==> src/hw/fows_pkg.sv <==
// constants and types shared by the flash/otp wait-state ends
// ================================================================
// Behaviour
// random wait in bits 3-0, wait+1 cycles
// random wait resets to fifteen, sixteen cycles
// software never writes random wait zero
// software keeps random wait >= paged wait
// counts applied as written, never corrected
// software writes reserved bits zero; read zero
// otp wait in bits 4-0, wait+1 cycles
// otp reads never paged, always otp count
// software never writes otp wait zero
// otp wait resets to 31, 32 cycles
// wait writes need protected write enable
// wait writes need unsecured security state
// software follows the wait update sequence
// paged wait in bits 11-8, resets fifteen
// read stalls on wait counter, then returns
package fows_pkg;
   // ================================================================
   // wait register select on the link
   localparam logic FOWS_SEL_FLASH = 1'b0;
   localparam logic FOWS_SEL_OTP = 1'b1;
   // ================================================================
   // field positions and widths
   localparam int FOWS_RAND_LSB = 0;
   localparam int FOWS_RAND_W = 4;
   localparam int FOWS_PAGE_LSB = 8;
   localparam int FOWS_PAGE_W = 4;
   localparam int FOWS_OTP_LSB = 0;
   localparam int FOWS_OTP_W = 5;
   localparam int FOWS_CNT_W = 5;
   // ================================================================
   // values after reset
   localparam logic [3:0] FOWS_RAND_RST = 4'hf;
   localparam logic [3:0] FOWS_PAGE_RST = 4'hf;
   localparam logic [4:0] FOWS_OTP_RST = 5'h1f;
   // ================================================================
   // controller register offsets (byte addresses)
   localparam logic [7:0] FOWS_OFS_CTRL = 8'h00;
   localparam logic [7:0] FOWS_OFS_FBW = 8'h04;
   localparam logic [7:0] FOWS_OFS_OTPW = 8'h08;
   localparam logic [7:0] FOWS_OFS_CMD = 8'h0c;
   localparam logic [7:0] FOWS_OFS_STAT = 8'h10;
   localparam int FOWS_CMD_OTP_BIT = 16;
   localparam logic [1:0] FOWS_RESP_OKAY = 2'b00;
   localparam logic [1:0] FOWS_RESP_SLVERR = 2'b10;
   typedef enum logic [1:0] {FOWS_IDLE, FOWS_REG_WAIT, FOWS_BRESP, FOWS_RRESP} fows_state_t;
endpackage

==> src/hw/fows_if.sv <==
// link between the cpu-side controller and the wait-state device
`timescale 1ns/1ps
interface fows_if;
   logic pwe;
   logic reg_req;
   logic reg_wr;
   logic reg_sel;
   logic [15:0] reg_wdata;
   logic reg_ack;
   logic [15:0] reg_rdata;
   logic rd_req;
   logic rd_otp;
   logic [15:0] rd_addr;
   logic rd_ack;
   logic [15:0] rd_data;
   modport dev (
      input pwe, reg_req, reg_wr, reg_sel, reg_wdata, rd_req, rd_otp, rd_addr,
      output reg_ack, reg_rdata, rd_ack, rd_data
   );
   modport cpu (
      output pwe, reg_req, reg_wr, reg_sel, reg_wdata, rd_req, rd_otp, rd_addr,
      input reg_ack, reg_rdata, rd_ack, rd_data
   );
endinterface

==> src/hw/fows_cpu.sv <==
// cpu-side controller: axi4-lite registers driving the wait-state link
`timescale 1ns/1ps
module fows_cpu (
   input wire logic i_ref_clk,
   input wire logic i_nrst,
   input wire logic i_axi_awvalid,
   output logic o_axi_awready,
   input wire logic [7:0] i_axi_awaddr,
   input wire logic i_axi_wvalid,
   output logic o_axi_wready,
   input wire logic [31:0] i_axi_wdata,
   input wire logic [3:0] i_axi_wstrb,
   output logic o_axi_bvalid,
   input wire logic i_axi_bready,
   output logic [1:0] o_axi_bresp,
   input wire logic i_axi_arvalid,
   output logic o_axi_arready,
   input wire logic [7:0] i_axi_araddr,
   output logic o_axi_rvalid,
   input wire logic i_axi_rready,
   output logic [31:0] o_axi_rdata,
   output logic [1:0] o_axi_rresp,
   fows_if.cpu bus
);
   typedef struct packed {
      fows_pkg::fows_state_t st;
      logic aw_got;
      logic w_got;
      logic is_wr;
      logic [7:0] addr;
      logic [31:0] wdata;
      logic pwe;
      logic reg_req;
      logic reg_wr;
      logic reg_sel;
      logic [15:0] reg_wdata;
      logic rd_req;
      logic rd_otp;
      logic [15:0] rd_addr;
      logic done;
      logic [15:0] rd_data;
      logic bvalid;
      logic [1:0] bresp;
      logic rvalid;
      logic [31:0] rdata;
      logic [1:0] rresp;
   } fows_cpu_t;

   fows_cpu_t cpu_reg;
   fows_cpu_t cpu_next;
   logic idle;

   assign idle = (cpu_reg.st == fows_pkg::FOWS_IDLE);
   assign o_axi_awready = idle && !cpu_reg.aw_got;
   assign o_axi_wready = idle && !cpu_reg.w_got;
   // a write half taken blocks later reads; a read offered in the same cycle as it is still taken
   assign o_axi_arready = idle && !cpu_reg.aw_got && !cpu_reg.w_got;

   // ================================================================
   // bus slave and read engine
   always_comb begin
      cpu_next = cpu_reg;
      if (bus.rd_ack) begin
         cpu_next.rd_req = 1'b0;
         cpu_next.done = 1'b1;
         cpu_next.rd_data = bus.rd_data;
      end
      case (cpu_reg.st)
         fows_pkg::FOWS_IDLE: begin
            if (i_axi_awvalid && o_axi_awready) begin
               cpu_next.aw_got = 1'b1;
               cpu_next.addr = i_axi_awaddr;
            end
            if (i_axi_wvalid && o_axi_wready) begin
               cpu_next.w_got = 1'b1;
               cpu_next.wdata = i_axi_wdata;
            end
            if (cpu_reg.aw_got && cpu_reg.w_got) begin
               cpu_next.st = fows_pkg::FOWS_BRESP;
               cpu_next.bvalid = 1'b1;
               cpu_next.bresp = fows_pkg::FOWS_RESP_OKAY;
               cpu_next.is_wr = 1'b1;
               case (cpu_reg.addr)
                  fows_pkg::FOWS_OFS_CTRL: cpu_next.pwe = cpu_reg.wdata[0];
                  fows_pkg::FOWS_OFS_FBW, fows_pkg::FOWS_OFS_OTPW: begin
                     // software owns zero and ordering checks of the values
                     cpu_next.st = fows_pkg::FOWS_REG_WAIT;
                     cpu_next.bvalid = 1'b0;
                     cpu_next.reg_req = 1'b1;
                     cpu_next.reg_wr = 1'b1;
                     cpu_next.reg_sel = (cpu_reg.addr == fows_pkg::FOWS_OFS_OTPW);
                     cpu_next.reg_wdata = cpu_reg.wdata[15:0];
                  end
                  fows_pkg::FOWS_OFS_CMD: begin
                     // a command while one is running is dropped
                     if (!cpu_reg.rd_req) begin
                        cpu_next.rd_req = 1'b1;
                        cpu_next.done = 1'b0;
                        cpu_next.rd_addr = cpu_reg.wdata[15:0];
                        cpu_next.rd_otp = cpu_reg.wdata[fows_pkg::FOWS_CMD_OTP_BIT];
                     end
                  end
                  fows_pkg::FOWS_OFS_STAT: cpu_next.bresp = fows_pkg::FOWS_RESP_OKAY;
                  default: cpu_next.bresp = fows_pkg::FOWS_RESP_SLVERR;
               endcase
            end else if (i_axi_arvalid && o_axi_arready) begin
               cpu_next.st = fows_pkg::FOWS_RRESP;
               cpu_next.rvalid = 1'b1;
               cpu_next.rresp = fows_pkg::FOWS_RESP_OKAY;
               cpu_next.rdata = 32'h0000_0000;
               cpu_next.is_wr = 1'b0;
               case (i_axi_araddr)
                  fows_pkg::FOWS_OFS_CTRL: cpu_next.rdata[0] = cpu_reg.pwe;
                  fows_pkg::FOWS_OFS_FBW, fows_pkg::FOWS_OFS_OTPW: begin
                     cpu_next.st = fows_pkg::FOWS_REG_WAIT;
                     cpu_next.rvalid = 1'b0;
                     cpu_next.reg_req = 1'b1;
                     cpu_next.reg_wr = 1'b0;
                     cpu_next.reg_sel = (i_axi_araddr == fows_pkg::FOWS_OFS_OTPW);
                  end
                  fows_pkg::FOWS_OFS_CMD:
                     cpu_next.rdata = {15'h0000, cpu_reg.rd_otp, cpu_reg.rd_addr};
                  fows_pkg::FOWS_OFS_STAT:
                     cpu_next.rdata = {cpu_reg.rd_data, 14'h0000, cpu_reg.done, cpu_reg.rd_req};
                  default: cpu_next.rresp = fows_pkg::FOWS_RESP_SLVERR;
               endcase
            end
         end
         fows_pkg::FOWS_REG_WAIT: begin
            if (bus.reg_ack) begin
               cpu_next.reg_req = 1'b0;
               if (cpu_reg.is_wr) begin
                  cpu_next.st = fows_pkg::FOWS_BRESP;
                  cpu_next.bvalid = 1'b1;
               end else begin
                  cpu_next.st = fows_pkg::FOWS_RRESP;
                  cpu_next.rvalid = 1'b1;
                  cpu_next.rdata = {16'h0000, bus.reg_rdata};
               end
            end
         end
         fows_pkg::FOWS_BRESP: begin
            if (i_axi_bready) begin
               cpu_next.bvalid = 1'b0;
               cpu_next.aw_got = 1'b0;
               cpu_next.w_got = 1'b0;
               cpu_next.st = fows_pkg::FOWS_IDLE;
            end
         end
         fows_pkg::FOWS_RRESP: begin
            if (i_axi_rready) begin
               cpu_next.rvalid = 1'b0;
               cpu_next.st = fows_pkg::FOWS_IDLE;
            end
         end
         default: cpu_next.st = fows_pkg::FOWS_IDLE;
      endcase
   end

   always_ff @(posedge i_ref_clk) begin
      if (!i_nrst) begin
         cpu_reg <= '0;
      end else begin
         cpu_reg <= cpu_next;
      end
   end

   // ================================================================
   // outputs
   assign o_axi_bvalid = cpu_reg.bvalid;
   assign o_axi_bresp = cpu_reg.bresp;
   assign o_axi_rvalid = cpu_reg.rvalid;
   assign o_axi_rdata = cpu_reg.rdata;
   assign o_axi_rresp = cpu_reg.rresp;
   assign bus.pwe = cpu_reg.pwe;
   assign bus.reg_req = cpu_reg.reg_req;
   assign bus.reg_wr = cpu_reg.reg_wr;
   assign bus.reg_sel = cpu_reg.reg_sel;
   assign bus.reg_wdata = cpu_reg.reg_wdata;
   assign bus.rd_req = cpu_reg.rd_req;
   assign bus.rd_otp = cpu_reg.rd_otp;
   assign bus.rd_addr = cpu_reg.rd_addr;
endmodule

==> src/flat_wrapper.sv <==
// flat-port wrapper written by rule: the top's interface ports become plain ports
module fows_cpu_flat 
  (i_ref_clk, i_nrst, i_axi_awvalid, o_axi_awready, i_axi_awaddr, i_axi_wvalid, o_axi_wready, i_axi_wdata, i_axi_wstrb, o_axi_bvalid, i_axi_bready, o_axi_bresp, i_axi_arvalid, o_axi_arready, i_axi_araddr, o_axi_rvalid, i_axi_rready, o_axi_rdata, o_axi_rresp, bus_pwe, bus_reg_req, bus_reg_wr, bus_reg_sel, bus_reg_wdata, bus_rd_req, bus_rd_otp, bus_rd_addr, bus_reg_ack, bus_reg_rdata, bus_rd_ack, bus_rd_data);
  fows_if bus_i ();
  input wire logic i_ref_clk;
  input wire logic i_nrst;
  input wire logic i_axi_awvalid;
  output logic o_axi_awready;
  input wire logic [7:0] i_axi_awaddr;
  input wire logic i_axi_wvalid;
  output logic o_axi_wready;
  input wire logic [31:0] i_axi_wdata;
  input wire logic [3:0] i_axi_wstrb;
  output logic o_axi_bvalid;
  input wire logic i_axi_bready;
  output logic [1:0] o_axi_bresp;
  input wire logic i_axi_arvalid;
  output logic o_axi_arready;
  input wire logic [7:0] i_axi_araddr;
  output logic o_axi_rvalid;
  input wire logic i_axi_rready;
  output logic [31:0] o_axi_rdata;
  output logic [1:0] o_axi_rresp;
  output wire logic [$bits(bus_i.pwe)-1:0] bus_pwe;
  output wire logic [$bits(bus_i.reg_req)-1:0] bus_reg_req;
  output wire logic [$bits(bus_i.reg_wr)-1:0] bus_reg_wr;
  output wire logic [$bits(bus_i.reg_sel)-1:0] bus_reg_sel;
  output wire logic [$bits(bus_i.reg_wdata)-1:0] bus_reg_wdata;
  output wire logic [$bits(bus_i.rd_req)-1:0] bus_rd_req;
  output wire logic [$bits(bus_i.rd_otp)-1:0] bus_rd_otp;
  output wire logic [$bits(bus_i.rd_addr)-1:0] bus_rd_addr;
  input wire logic [$bits(bus_i.reg_ack)-1:0] bus_reg_ack;
  input wire logic [$bits(bus_i.reg_rdata)-1:0] bus_reg_rdata;
  input wire logic [$bits(bus_i.rd_ack)-1:0] bus_rd_ack;
  input wire logic [$bits(bus_i.rd_data)-1:0] bus_rd_data;
  assign bus_pwe = bus_i.pwe;
  assign bus_reg_req = bus_i.reg_req;
  assign bus_reg_wr = bus_i.reg_wr;
  assign bus_reg_sel = bus_i.reg_sel;
  assign bus_reg_wdata = bus_i.reg_wdata;
  assign bus_rd_req = bus_i.rd_req;
  assign bus_rd_otp = bus_i.rd_otp;
  assign bus_rd_addr = bus_i.rd_addr;
  assign bus_i.reg_ack = bus_reg_ack;
  assign bus_i.reg_rdata = bus_reg_rdata;
  assign bus_i.rd_ack = bus_rd_ack;
  assign bus_i.rd_data = bus_rd_data;
  fows_cpu u_core (.i_ref_clk(i_ref_clk), .i_nrst(i_nrst), .i_axi_awvalid(i_axi_awvalid), .o_axi_awready(o_axi_awready), .i_axi_awaddr(i_axi_awaddr), .i_axi_wvalid(i_axi_wvalid), .o_axi_wready(o_axi_wready), .i_axi_wdata(i_axi_wdata), .i_axi_wstrb(i_axi_wstrb), .o_axi_bvalid(o_axi_bvalid), .i_axi_bready(i_axi_bready), .o_axi_bresp(o_axi_bresp), .i_axi_arvalid(i_axi_arvalid), .o_axi_arready(o_axi_arready), .i_axi_araddr(i_axi_araddr), .o_axi_rvalid(o_axi_rvalid), .i_axi_rready(i_axi_rready), .o_axi_rdata(o_axi_rdata), .o_axi_rresp(o_axi_rresp), .bus(bus_i));
endmodule
==> config.mk <==
export PLATFORM = sky130hd
export DESIGN_NAME = fows_cpu_flat
export DESIGN_NICKNAME = d
export VERILOG_FILES = /design/src/hw/fows_pkg.sv /design/src/hw/fows_if.sv /design/src/hw/fows_cpu.sv /design/src/flat_wrapper.sv
export SDC_FILE = /design/constraint.sdc
export NUM_CORES = 1
export LEC_CHECK = 0
export BUFFER_PORTS_ARGS = -buffer_cell sky130_fd_sc_hd__buf_2
export CAP_MARGIN = 20
export CORE_MARGIN = 4
export CORE_UTILIZATION = 44
export DETAILED_ROUTE_END_ITERATION = 8
export PLACE_DENSITY = 0.69
export SLEW_MARGIN = 20
export SYNTH_ARGS = -nofsm -noshare
export SYNTH_HDL_FRONTEND = slang
export SYNTH_SLANG_ARGS = --single-unit
==> constraint.sdc <==
create_clock -name i_ref_clk -period 2.95 [get_ports i_ref_clk]
set_clock_uncertainty 0.1 [all_clocks]
set_input_delay 0 -clock i_ref_clk [delete_from_list [all_inputs] [get_ports i_ref_clk]]
set_output_delay 0 -clock i_ref_clk [all_outputs]
set_load 0.1 [all_outputs]
==> out/qor.yml <==
power_leakage_nw: 3.29
worst_slack_ns: 0.291
mostFrequentLayoutCells: "buf_2, dfxtp_1, nand2_1, dlygate4sd3_1, nor2b_1"
pre_cts_ws_ns: 0.518
io_buffers: 150
antenna_found_initial: 0
synth-edff-count: 0
cts_buffers: 17
final_cell_area_um2: 7260
die_w_um: 121
nFillCells: 1062
yosysSeqAreaShare_pct: 43.2
seqCellArea_um2: 2420
place_congestion: 0.843
worstMarginPinSlew_ns: 1.09
syn_inst: 612
core_area_um2: 12300
clock_path_buffers: 2
peakVddDrop_v: 0.00107
powerDensity_nw_per_um2: 857
std_cell_rows: 40
netlist_area_um2: 5600
placed_area_um2: 5990
num_io_pins: 172
setup_viol: 0
grt_pass1_vias: 4781
fmax_mhz: 376
end_kind: "register"
largest_register_ffs: 47
initial_utilization_pct: 45.7
yosys_warnings: 0
finalCritPeriodShare_pct: 90.1
ys_seq_elements: 121
hp-class: "primary input to register"
ys_async_sr_fraction_pct: 0
r2r_cells: 7
insertedDiodeCount: 0
drive_gt1_share_pct: 25.9
drc: 0
firstDrtPassIters: 4
maxCapViolCount: 0
multi_input_area_um2: 2490
min_path_cells: 4
viasPerCell: 4.97
synth_flop_cell: "dfxtp_1"
hpwl_um: 9620
slew_viol_final: 0
fin_crit_ns: 2.66
wl_per_cell_um: 15.2
clock_latency_ns: 0.41
cts_tree: "built"
grt_overflow_total: 0
cp_max_fo: 10
die_h_um: 121
clkTransAtPathRegs_ns: 0.05
area_delta_synth_final_pct: 29.5
grt_max_degree: 63
synthDistinctLibCells: 51
dr_total_vias: 4695
finalHoldViolations: 0
cts.sinks: 121
final_common_cell: "buf_2"
ant_nets: 0
finalWirelength_um: 14300
drtIter0Drc: 247
startpoint_type: "register"
grt_pass1_wl_um: 23300
totalNegativeSetupSlack_ns: 0
cts_root_buffer: "clkbuf_16"
cp.arrival_ns: 2.88
fin_nets: 863
status: "finished clean"
cp.required_ns: 3.17
slew_headroom_pct: 27.7
syn_area_per_cell_um2: 9.16
grt_use_total_pct: 20.1
rsz0062_at_grt: "no"
crit_type: "register to register"
dieArea_um2: 14600
cts_htree_levels: 4
[final cells by class]
| type | instances | area share (%) |
|---|---|---|
| multi-input combinational | 383 | 34.4 |
| sequential | 121 | 33.4 |
| timing repair buffer | 237 | 21.9 |
| clock buffer | 20 | 6.02 |
| tap | 168 | 2.90 |
| clock inverter | 11 | 1.14 |
| inverter | 5 | 0.259 |
[repair_timing]
| item | CTS | global route |
|---|---|---|
| hold buffers | 75 | 0 |
| hold endpoints to repair | 64 | 0 |
| resized for setup | 0 | 0 |
| buffers inserted | 0 | 0 |
[power breakdown]
| group | internal (mW) | total, mW | switching [mW] | leakage (nW) |
|---|---|---|---|---|
| sequential | 1.85 | 2.00 | 0.149 | 0.985 |
| clock | 1.13 | 1.82 | 0.689 | 0.263 |
| combinational | 0.612 | 2.40 | 1.79 | 2.04 |
| total | 3.60 | 6.22 | 2.63 | 3.29 |
[synthesized netlist by cell type (2+ instances only)]
cell       instances  area share (%)
dfxtp_1          121              43
nor2_1             9            0.60
and2_1             4            0.45
inv_1              4            0.27
buf_4             69             9.2
clkbuf_1          23             1.5
o21a_1             2            0.27
mux2i_1           51             9.1
nand2_1           84             5.6
a21oi_1           25             2.2
ha_1               5             1.1
a22oi_1           17             2.3
a31oi_1            2            0.22
o21ai_0           26             2.3
nor3_1             4            0.36
nor3b_1            2            0.27
nand2b_1           6            0.67
nand3_1            9            0.80
a221oi_1           2            0.31
a21boi_0          34             4.6
nor2b_1           66             7.4
nand4b_1           2            0.31
a2111oi_0          2            0.31
buf_2              7            0.63
buf_6              3            0.60
buf_1              2            0.13
o211a_1            4            0.71
nor4_1             4            0.45
[worst max-delay path, stage by stage, from the launching register on]
cell           delay, ns
dfxtp_1             0.33
inv_1               0.12
ha_1                0.40
clkinv_1            0.34
nor2_2              0.41
nand3_1             0.13
dlygate4sd3_1       0.58
a21boi_0            0.17
[cell families after synthesis]
| family | Yosys count | share of synthesized area, % |
|---|---|---|
| simple gates | 201 | 19.1 |
| compound gates | 121 | 14.3 |
| flops | 121 | 43.2 |
| buf+inv | 109 | 12.5 |
| mux | 52 | 9.31 |
| fa+ha+maj | 5 | 1.12 |
| xor+xnor | 2 | 0.313 |
| other cells | 1 | 0.0669 |
[routing by layer]
metal / track usage [%] / routed length, um / up-vias
met5: 0 / 0 / -
met2: 34.0 / 6980 / 157
met3: 5.29 / 844 / 31
li1: - / - / 2315
met1: 24.2 / 6160 / 2192
met4: 8.07 / 341 / 0
[path summary, 6_finish.rpt]
| path | slack, ns | from | to |
|---|---|---|---|
| worst max-delay path | 0.29 | u_core.cpu_reg[136] | u_core.cpu_reg[132] |
| worst min-delay path | 0.02 | i_axi_rready | u_core.o_axi_rvalid |
| worst max register to register | 0.29 | u_core.cpu_reg[136] | u_core.cpu_reg[132] |
| worst min register to register | 0.36 | u_core.cpu_reg[54] | u_core.o_axi_rdata[1] |
[metrics by stage]
stage	hold WS (ns)	utilization, %	instances	power [mW]
final	0.0159	59.2	945	6.22
after global routing	0.0336	59.2	945	6.54
after CTS	0.000809	59.2	945	6.26
after detailed placement	0.159	48.8	839	4.29
after global placement	0.153	48.8	839	4.26
after floorplan	0.0449	-	613	3.97
(Power assumes the default switching activity.)
